**src/rtl/csi_tx_pkg.sv**
```systemverilog
/*
  Shared constants, build options and carrier types for the camera
  transmitter pixel input port.
  Assumes one 40 MHz pixel clock and that the build options below are
  fixed when the device is built.
*/
// Function
// - One 64-bit pixel word offered per cycle
// - Frame format chosen, altered only in reset
// - Clock-lane enter pulse puts clock lane asleep
// - Clock-lane leave pulse wakes, pulses 5 us
// - Per-lane enter pulse puts data lane asleep
// - Per-lane leave pulse wakes lane, 5 us
// - Each physical lane mapped at build time
// - Build option: continuous or gated clock lane
// - Line rate selectable from 80 to 1500 MHz
// - Reference clock from a fixed frequency set
// - Lane timing intervals are programmable
// - Lane count decoded, altered only in reset
package csi_tx_pkg;

  // Timing of the sleep request pulses.
  localparam int CLK_PERIOD_NS = 25;
  localparam int ULPS_MIN_NS = 5000;
  localparam int ULPS_MIN_CYC =
    (ULPS_MIN_NS + CLK_PERIOD_NS - 1) / CLK_PERIOD_NS;
  localparam logic [7:0] ULPS_CYC = 8'(ULPS_MIN_CYC);

  // Build options. The line rate is held in units of 10 kHz.
  localparam logic [17:0] PHY_RATE_MIN = 18'h01f40;
  localparam logic [17:0] PHY_RATE_MAX = 18'h249f0;
  localparam logic [17:0] PHY_RATE_SEL = 18'h249f0;
  localparam logic [2:0] REF_CLK_SEL = 3'h2;
  // Reference clock choices in units of 100 kHz, index 7 first.
  localparam logic [7:0][9:0] REF_CLK_TABLE = {
    10'h208, 10'h180, 10'h10e, 10'h104,
    10'h0fa, 10'h0c0, 10'h078, 10'h03c};
  localparam logic CONT_CLOCK = 1'b1;

  // Lane roles and the physical to logical lane map, lane 4 first.
  localparam logic [2:0] ROLE_CLK = 3'h0;
  localparam logic [4:0][2:0] LANE_MAP = {
    3'h4, 3'h3, 3'h0, 3'h2, 3'h1};

  // Register indexes; the byte address is the index times four.
  localparam logic [2:0] REG_CONFIG = 3'h0;
  localparam logic [2:0] REG_CLK_TIM = 3'h1;
  localparam logic [2:0] REG_DAT_TIM = 3'h2;
  localparam logic [2:0] REG_STATUS = 3'h3;
  localparam logic [2:0] REG_LINE = 3'h4;
  localparam logic [2:0] REG_WORDS = 3'h5;
  localparam logic [2:0] REG_NONE = 3'h7;

  // Config register fields.
  localparam int CFG_REF_LSB = 18;
  localparam int CFG_CONT_BIT = 28;

  // Timing register reset values: post, trail, prepare, zero bytes
  // for the clock lane; prepare, zero, trail bytes for data lanes.
  localparam logic [31:0] CLK_TIM_RST = 32'h1c0a0826;
  localparam logic [31:0] DAT_TIM_RST = 32'h000a100a;

  // Lane count encodings.
  localparam logic [1:0] LANES_ONE = 2'h0;
  localparam logic [1:0] LANES_TWO = 2'h1;
  localparam logic [1:0] LANES_FOUR = 2'h3;

  typedef struct packed {
    logic frame_sync;
    logic line_sync;
    logic valid;
    logic [15:0] line_width_pixels;
    logic [5:0] data_type;
    logic [1:0] virtual_channel_id;
    logic [63:0] data;
  } video_in_t;

  typedef struct packed {
    logic clock_lane_sleep_enter;
    logic clock_lane_sleep_leave;
    logic [3:0] data_lane_sleep_enter;
    logic [3:0] data_lane_sleep_leave;
  } sleep_req_t;

  typedef struct packed {
    logic [63:0] data;
    logic [5:0] data_type;
    logic [1:0] virtual_channel_id;
    logic [15:0] line_width_pixels;
  } tx_word_t;

endpackage : csi_tx_pkg

```
**src/rtl/csi_tx_pixel_port.sv**
```systemverilog
/*
  Pixel input port of the camera transmitter: takes video words and
  sync levels from fabric logic, keeps per-lane sleep state, drives
  the lane pads at low-power or high-speed levels and serves an AHB-Lite register
  file for build options, lane timing and status.
  Assumes all video and sleep inputs come from logic on clock_i and
  that only single whole-word AHB transfers are made.
*/
`timescale 1ns/10ps
`default_nettype none
module csi_tx_pixel_port
  import csi_tx_pkg::*;
(
  // Clock and reset.
  input wire logic clock_i,
  input wire logic rst_i,
  // AHB-Lite slave.
  input wire logic hsel_i,
  input wire logic [31:0] haddr_i,
  input wire logic [1:0] htrans_i,
  input wire logic hwrite_i,
  input wire logic [2:0] hsize_i,
  input wire logic [31:0] hwdata_i,
  input wire logic hready_i,
  output logic hreadyout_o,
  output logic hresp_o,
  output logic [31:0] hrdata_o,
  // Video from fabric.
  input wire video_in_t video_i,
  input wire logic frame_format_i,
  input wire logic [1:0] lane_count_i,
  // Sleep requests from fabric.
  input wire sleep_req_t sleep_i,
  // Captured words toward the packetiser.
  output tx_word_t tx_word_o,
  output logic tx_valid_o,
  // Lane pads.
  output logic [4:0] lane_pos_pads_o,
  output logic [4:0] lane_neg_pads_o
);

  typedef struct packed {
    logic strapped;
    logic frame_format;
    logic [1:0] lanes;
    logic frame_sync;
    logic line_sync;
    logic [15:0] width;
    logic [1:0] chan;
    logic [5:0] dtype;
    logic [63:0] word;
    logic word_valid;
    logic [15:0] word_count;
    logic [31:0] clk_tim;
    logic [31:0] dat_tim;
    logic [31:0] rdata;
    logic wr_pend;
    logic [2:0] wr_idx;
    logic clk_phase;
    logic [4:0] pos;
    logic [4:0] neg;
  } port_state_t;

  port_state_t q;
  port_state_t d;

  logic clk_asleep;
  logic [3:0] data_asleep;
  logic frame_rise;
  logic line_rise;
  logic addr_phase;
  logic [2:0] addr_idx;

  // Unmapped addresses decode to an index that reads as zero.
  function automatic logic [2:0] reg_index(input logic [31:0] a);
    logic [2:0] idx;
    idx = a[4:2];
    if ((|a[31:5]) || (a[4:2] > REG_WORDS)) begin
      idx = REG_NONE;
    end
    return idx;
  endfunction : reg_index

  // Lanes enabled by the lane count strap.
  function automatic logic lane_on(input logic [1:0] cnt,
                                   input logic [1:0] lane);
    logic on;
    unique case (cnt)
      LANES_ONE: on = (lane == 2'h0);
      LANES_TWO: on = (lane <= 2'h1);
      LANES_FOUR: on = 1'b1;
      default: on = (lane == 2'h0);
    endcase
    return on;
  endfunction : lane_on

  lane_sleep clk_lane_sleep (
    .clock_i(clock_i),
    .rst_i(rst_i),
    .enter_i(sleep_i.clock_lane_sleep_enter),
    .leave_i(sleep_i.clock_lane_sleep_leave),
    .asleep_o(clk_asleep)
  );

  for (genvar g = 0; g < 4; g++) begin : g_data_sleep
    lane_sleep data_lane_sleep (
      .clock_i(clock_i),
      .rst_i(rst_i),
      .enter_i(sleep_i.data_lane_sleep_enter[g]),
      .leave_i(sleep_i.data_lane_sleep_leave[g]),
      .asleep_o(data_asleep[g])
    );
  end

  assign frame_rise = video_i.frame_sync && !q.frame_sync;
  assign line_rise = video_i.line_sync && !q.line_sync;
  assign addr_phase = hsel_i && htrans_i[1] && hready_i;
  assign addr_idx = reg_index(haddr_i);

  always_comb begin
    logic [2:0] role;
    logic asleep;
    logic enabled;
    logic hs;
    role = 3'h0;
    asleep = 1'b0;
    enabled = 1'b0;
    hs = 1'b0;
    d = q;
    d.frame_sync = video_i.frame_sync;
    d.line_sync = video_i.line_sync;
    d.clk_phase = ~q.clk_phase;

    if (!q.strapped) begin
      d.strapped = 1'b1;
      d.frame_format = frame_format_i;
      d.lanes = lane_count_i;
    end

    // Width and channel are only trusted at the frame start, since the
    // fabric may move them freely while the frame sync is low.
    if (frame_rise) begin
      d.width = video_i.line_width_pixels;
      d.chan = video_i.virtual_channel_id;
    end
    if (line_rise) begin
      d.dtype = video_i.data_type;
      d.word_count = 16'h0000;
    end

    d.word_valid = video_i.valid;
    if (video_i.valid) begin
      d.word = video_i.data;
      d.word_count = 16'(q.word_count + 16'h0001);
      if (line_rise) begin
        d.word_count = 16'h0001;
      end
    end

    // Reads are prepared in the address phase so that the data phase
    // needs no wait state.
    d.wr_pend = addr_phase && hwrite_i;
    d.wr_idx = addr_idx;
    if (addr_phase && !hwrite_i) begin
      unique case (addr_idx)
        REG_CONFIG: begin
          d.rdata = 32'h00000000;
          d.rdata[17:0] = PHY_RATE_SEL;
          d.rdata[CFG_REF_LSB +: 10] = REF_CLK_TABLE[REF_CLK_SEL];
          d.rdata[CFG_CONT_BIT] = CONT_CLOCK;
        end
        REG_CLK_TIM: d.rdata = q.clk_tim;
        REG_DAT_TIM: d.rdata = q.dat_tim;
        REG_STATUS: d.rdata = {22'h0, q.line_sync, q.frame_sync,
                               q.lanes, q.frame_format, data_asleep,
                               clk_asleep};
        REG_LINE: d.rdata = {8'h00, q.chan, q.dtype, q.width};
        REG_WORDS: d.rdata = {16'h0000, q.word_count};
        default: d.rdata = 32'h00000000;
      endcase
    end

    if (q.wr_pend) begin
      if (q.wr_idx == REG_CLK_TIM) begin
        d.clk_tim = hwdata_i;
      end
      if (q.wr_idx == REG_DAT_TIM) begin
        d.dat_tim = {8'h00, hwdata_i[23:0]};
      end
    end

    for (int p = 0; p < 5; p++) begin
      role = LANE_MAP[p];
      if (role == ROLE_CLK) begin
        asleep = clk_asleep;
        enabled = 1'b1;
        hs = CONT_CLOCK || q.frame_sync;
      end else begin
        asleep = data_asleep[2'(role - 3'h1)];
        enabled = lane_on(q.lanes, 2'(role - 3'h1));
        hs = q.line_sync && q.word_valid;
      end
      if (!q.strapped || !enabled || asleep) begin
        d.pos[p] = 1'b0;
        d.neg[p] = 1'b0;
      end else if (!hs) begin
        d.pos[p] = 1'b1;
        d.neg[p] = 1'b1;
      end else if (role == ROLE_CLK) begin
        d.pos[p] = q.clk_phase;
        d.neg[p] = ~q.clk_phase;
      end else begin
        d.pos[p] = q.word[p];
        d.neg[p] = ~q.word[p];
      end
    end
  end

  always_ff @(posedge clock_i or posedge rst_i) begin
    if (rst_i) begin
      q <= '0;
      q.clk_tim <= CLK_TIM_RST;
      q.dat_tim <= DAT_TIM_RST;
    end else begin
      q <= d;
    end
  end

  assign hreadyout_o = 1'b1;
  assign hresp_o = 1'b0;
  assign hrdata_o = q.rdata;
  assign tx_valid_o = q.word_valid;
  assign tx_word_o = '{data: q.word, data_type: q.dtype,
                       virtual_channel_id: q.chan,
                       line_width_pixels: q.width};
  assign lane_pos_pads_o = q.pos;
  assign lane_neg_pads_o = q.neg;
endmodule : csi_tx_pixel_port
`default_nettype wire

```
**src/rtl/lane_sleep.sv**
```systemverilog
/*
  Sleep state of one lane, driven by enter and leave request pulses.
  Assumes the requests come from logic on the same clock.
*/
`timescale 1ns/10ps
`default_nettype none
module lane_sleep
  import csi_tx_pkg::*;
(
  // Clock and reset.
  input wire logic clock_i,
  input wire logic rst_i,
  // Requests.
  input wire logic enter_i,
  input wire logic leave_i,
  // State.
  output logic asleep_o
);

  typedef struct packed {
    logic asleep;
    logic [7:0] cnt;
  } sleep_state_t;

  sleep_state_t q;
  sleep_state_t d;

  // A request acts only once it has stood for the least pulse length,
  // so a glitch on the request line cannot move the lane.
  always_comb begin
    d = q;
    if (enter_i ^ leave_i) begin
      if (q.cnt != ULPS_CYC) begin
        d.cnt = 8'(q.cnt + 8'h01);
      end
      if (q.cnt == ULPS_CYC - 8'h01) begin
        d.asleep = enter_i;
      end
    end else begin
      d.cnt = 8'h00;
    end
  end

  always_ff @(posedge clock_i or posedge rst_i) begin
    if (rst_i) begin
      q <= '0;
    end else begin
      q <= d;
    end
  end

  assign asleep_o = q.asleep;
endmodule : lane_sleep
`default_nettype wire
```
**config.mk**
```make
export PLATFORM = sky130hd
export DESIGN_NAME = csi_tx_pixel_port
export DESIGN_NICKNAME = d
export VERILOG_FILES = /design/src/rtl/csi_tx_pkg.sv /design/src/rtl/csi_tx_pixel_port.sv /design/src/rtl/lane_sleep.sv
export SDC_FILE = /design/constraint.sdc
export NUM_CORES = 1
export LEC_CHECK = 0
export BUFFER_PORTS_ARGS = -buffer_cell sky130_fd_sc_hd__buf_2
export CAP_MARGIN = 20
export CORE_ASPECT_RATIO = 0.75
export CORE_MARGIN = 8
export CORE_UTILIZATION = 50
export CTS_CLUSTER_SIZE = 40
export DETAILED_ROUTE_END_ITERATION = 8
export PLACE_DENSITY_LB_ADDON = 0.3
export SETUP_SLACK_MARGIN = 0.05
export SLEW_MARGIN = 10
export SYNTH_ARGS = -nofsm -noshare
export SYNTH_HDL_FRONTEND = slang
export SYNTH_SLANG_ARGS = --single-unit
```
**constraint.sdc**
```tcl
create_clock -name clock_i -period 23.8 [get_ports clock_i]
set_clock_uncertainty 0.2 [all_clocks]
set_input_delay 3.57 -clock clock_i [delete_from_list [all_inputs] [get_ports clock_i]]
set_output_delay 3.57 -clock clock_i [all_outputs]
set_load 0.02 [all_outputs]
```
==> results.ini <==
[route]
drtIter0Drc = 536
dr.pass1.iters = 4
vias = 8306
vias_per_cell = 5.24
totalWireLength_um = 30000
ant_nets = 0
wl_per_cell_um = 18.9
drc = 0

[logic_synthesis]
yosysTopAreaCellShare_pct = 50.0
avgSynthCellArea_um2 = 11.5
synth-edff-count = 0
synth_area_leader_cell = dfrtp_1
synth_flop_cell = dfrtp_1
async_flop_share_pct = 100
yosysUniqueCellTypes = 53
synth_warnings = 0
synthTopCellsByArea = dfrtp_1, mux2_2, buf_4, dfstp_2, nand2_1
yosysSeqAreaShare_pct = 53.0
syn-instance-count = 1069
synth-seq-cells = 259
netlist_area_um2 = 12300

[run_status]
outcome = completed

[cts]
h-tree-depth = 1
clk_pin_slew_worst_paths_ns = 0.06
cts_sinks = 259
cts_tree = built
clk_latency_ns = 0.52
clock-root-buffer = clkbuf_16
cts_buffers = 27
cts_max_path_buffers = 3
ctsHoldBuffers = 0
cts_resized = 0
post_cts_buffers = 0

[cells_and_area]
nNetsFinal = 1422
antenna_cells = 0
area_growth_pct = 14.4
final_area_um2 = 14000
final_util_pct = 58.4
stdcell_count = 1584
layout-drive-gt1-share_pct = 41.7
final_common_cell = buf_2
final_cell_mix = buf_2, dfrtp_1, mux2_2

[floorplan]
ios = 311
start_util_pct = 51.0
coreArea_um2 = 24000
die_area_um2 = 29800
die_w_um = 197
rows = 49
die_h_um = 152

[grt]
grt_pass1_vias = 8809
antenna_found_initial = 3
gr-usage-all-layers_pct = 19.6
grt_max_degree = 109
grt_pass1_wl_um = 47300
grt_remaining_overflow = 0

[min_path]
min_path_type = register to register
hold_depth = 1

[timing]
fin_crit_sh_pct = 21.7
worstMarginPinSlew_ns = 0.851
max-slew-margin-rel_pct = 43.0
max_freq_mhz = 193
setup_violations = 0
setup_tns_ns = 0
final_max_slew_viol_count = 0
final_hold_viol_count = 0
rsz0062_at_grt = no
finalWorstPathRequiredPeriod_ns = 5.18

[power_and_ir_drop]
cellLeakagePower_uw = 0.00670
power_density_nw_per_um2 = 73.0
vdd_drop_max_uv = 66.2
finalPower_uw = 1020

[worst_setup_path]
cp_max_fo = 44
endpoint_kind = register
cp.required_ns = 24.03
crit_slowest_cell = nor2b_1
max_stage_delay_ns = 0.54
critPathKind = input port to register
rr_worst_depth = 3
crit_path_frequent_cell = nor2b_1
critical_path.cell_chain = buf_2 -> buf_4 -> nor2b_1 -> nor2b_1 -> nand3_1 -> o21ai_0
crit_arrival_ns = 5.41
r2r_slack_ns = 21.45
critPathLaunchType = input port

[placement]
io_buffers = 302
place_congestion = 0.809
place_hpwl_um = 21900
dpl_cell_area_um2 = 13100
dpl.cell_count = 1532

[job]
cap_viol_max_count = 0

==> critical path, delay by kind of cell <==
family                 cells  cell delay [ns]
AOI/OAI and AO/OA          1             0.22
buffers and inverters      2             0.53
and+or+nand+nor            3             1.05
==> power breakdown <==
| part | switching (µW) | internal (µW) | leakage (µW) | total, µW |
|---|---|---|---|---|
| Combinational | 75.8 | 53.0 | 0.00301 | 129 |
| Clock | 170 | 237 | 0.000411 | 407 |
| Sequential | 22.8 | 465 | 0.00328 | 488 |
| Total | 268 | 755 | 0.00670 | 1020 |
==> flip-flops by register name, indices dropped and copies added (netlist names) <==
name	cells
tx_word_o	88
lane_pos_pads_o	5
tx_valid_o	1
clk_lane_sleep.asleep_o	1
g_data_sleep.data_lane_sleep.q	32
lane_neg_pads_o	5
clk_lane_sleep.q	8
g_data_sleep.data_lane_sleep.asleep_o	4
hrdata_o	32
q	83
==> final cells by class <==
type	instances	area [µm²]
fillers	2013	10000
repair buffers	314	1630
multi-input cells	610	4540
clock inverters	7	72.6
well taps	331	414
inverters	21	86.3
flip-flops and latches	259	6500
clock buffers	42	782
==> Yosys cell counts, drive strengths merged (7+ instances only) <==
cell and count:
o21ai 22, a22oi 8, nor3 24, xor2 23, a221oi 8, inv 21
mux2i 24, and3 14, clkbuf 39, o31ai 14, nand2 81, a211oi 9
dfstp 14, mux2 138, nor4 7, ha 11, o41ai 8, nand3 27
a2bb2oi 7, buf 141, xnor2 23, dfrtp 245, nor2 72, nor2b 11
a21oi 16, nand2b 11
==> metal layers <==
metal / vias up / track usage, % / routed length (µm)
met5: - / 0 / 41
met4: 6 / 3.75 / 473
met3: 43 / 5.34 / 2030
met2: 224 / 31.8 / 14200
met1: 4127 / 26.5 / 13200
li1: 3906 / - / -
==> worst paths after layout <==
kind | start | to
max in group asynchronous | rst_i | q[121]$_DFFE_PP0P_
setup / recovery | haddr_i[2] | hrdata_o[31]$_DFFE_PP0P_
hold / removal | q[10]$_DFF_PP0_ | lane_neg_pads_o[2]$_DFF_PP0_
min in group asynchronous | rst_i | tx_word_o[65]$_DFFE_PP0P_
setup reg to reg | q[13]$_DFF_PP0_ | q[97]$_DFFE_PP0P_
hold reg to reg | q[10]$_DFF_PP0_ | lane_neg_pads_o[2]$_DFF_PP0_
==> cells by family after synthesis <==
group / count (synthesis) / share of synthesized area [%]
compound gates: 108 / 6.39
xor+xnor: 46 / 3.29
fa+ha+maj: 11 / 1.12
buf+inv: 201 / 10.3
flops: 259 / 53.0
mux: 162 / 14.6
other cells: 2 / 0.0612
simple gates: 280 / 11.2
==> metrics by stage <==
step	hold WS (ns)	worst slack, ns
after global placement	0.215	17.67
after CTS	0.227	18.20
after floorplan	0.202	12.93
final	0.226	18.62
after global routing	0.248	18.45
after detailed placement	0.218	17.66
No activity file was read; power rests on OpenSTA's default activity.
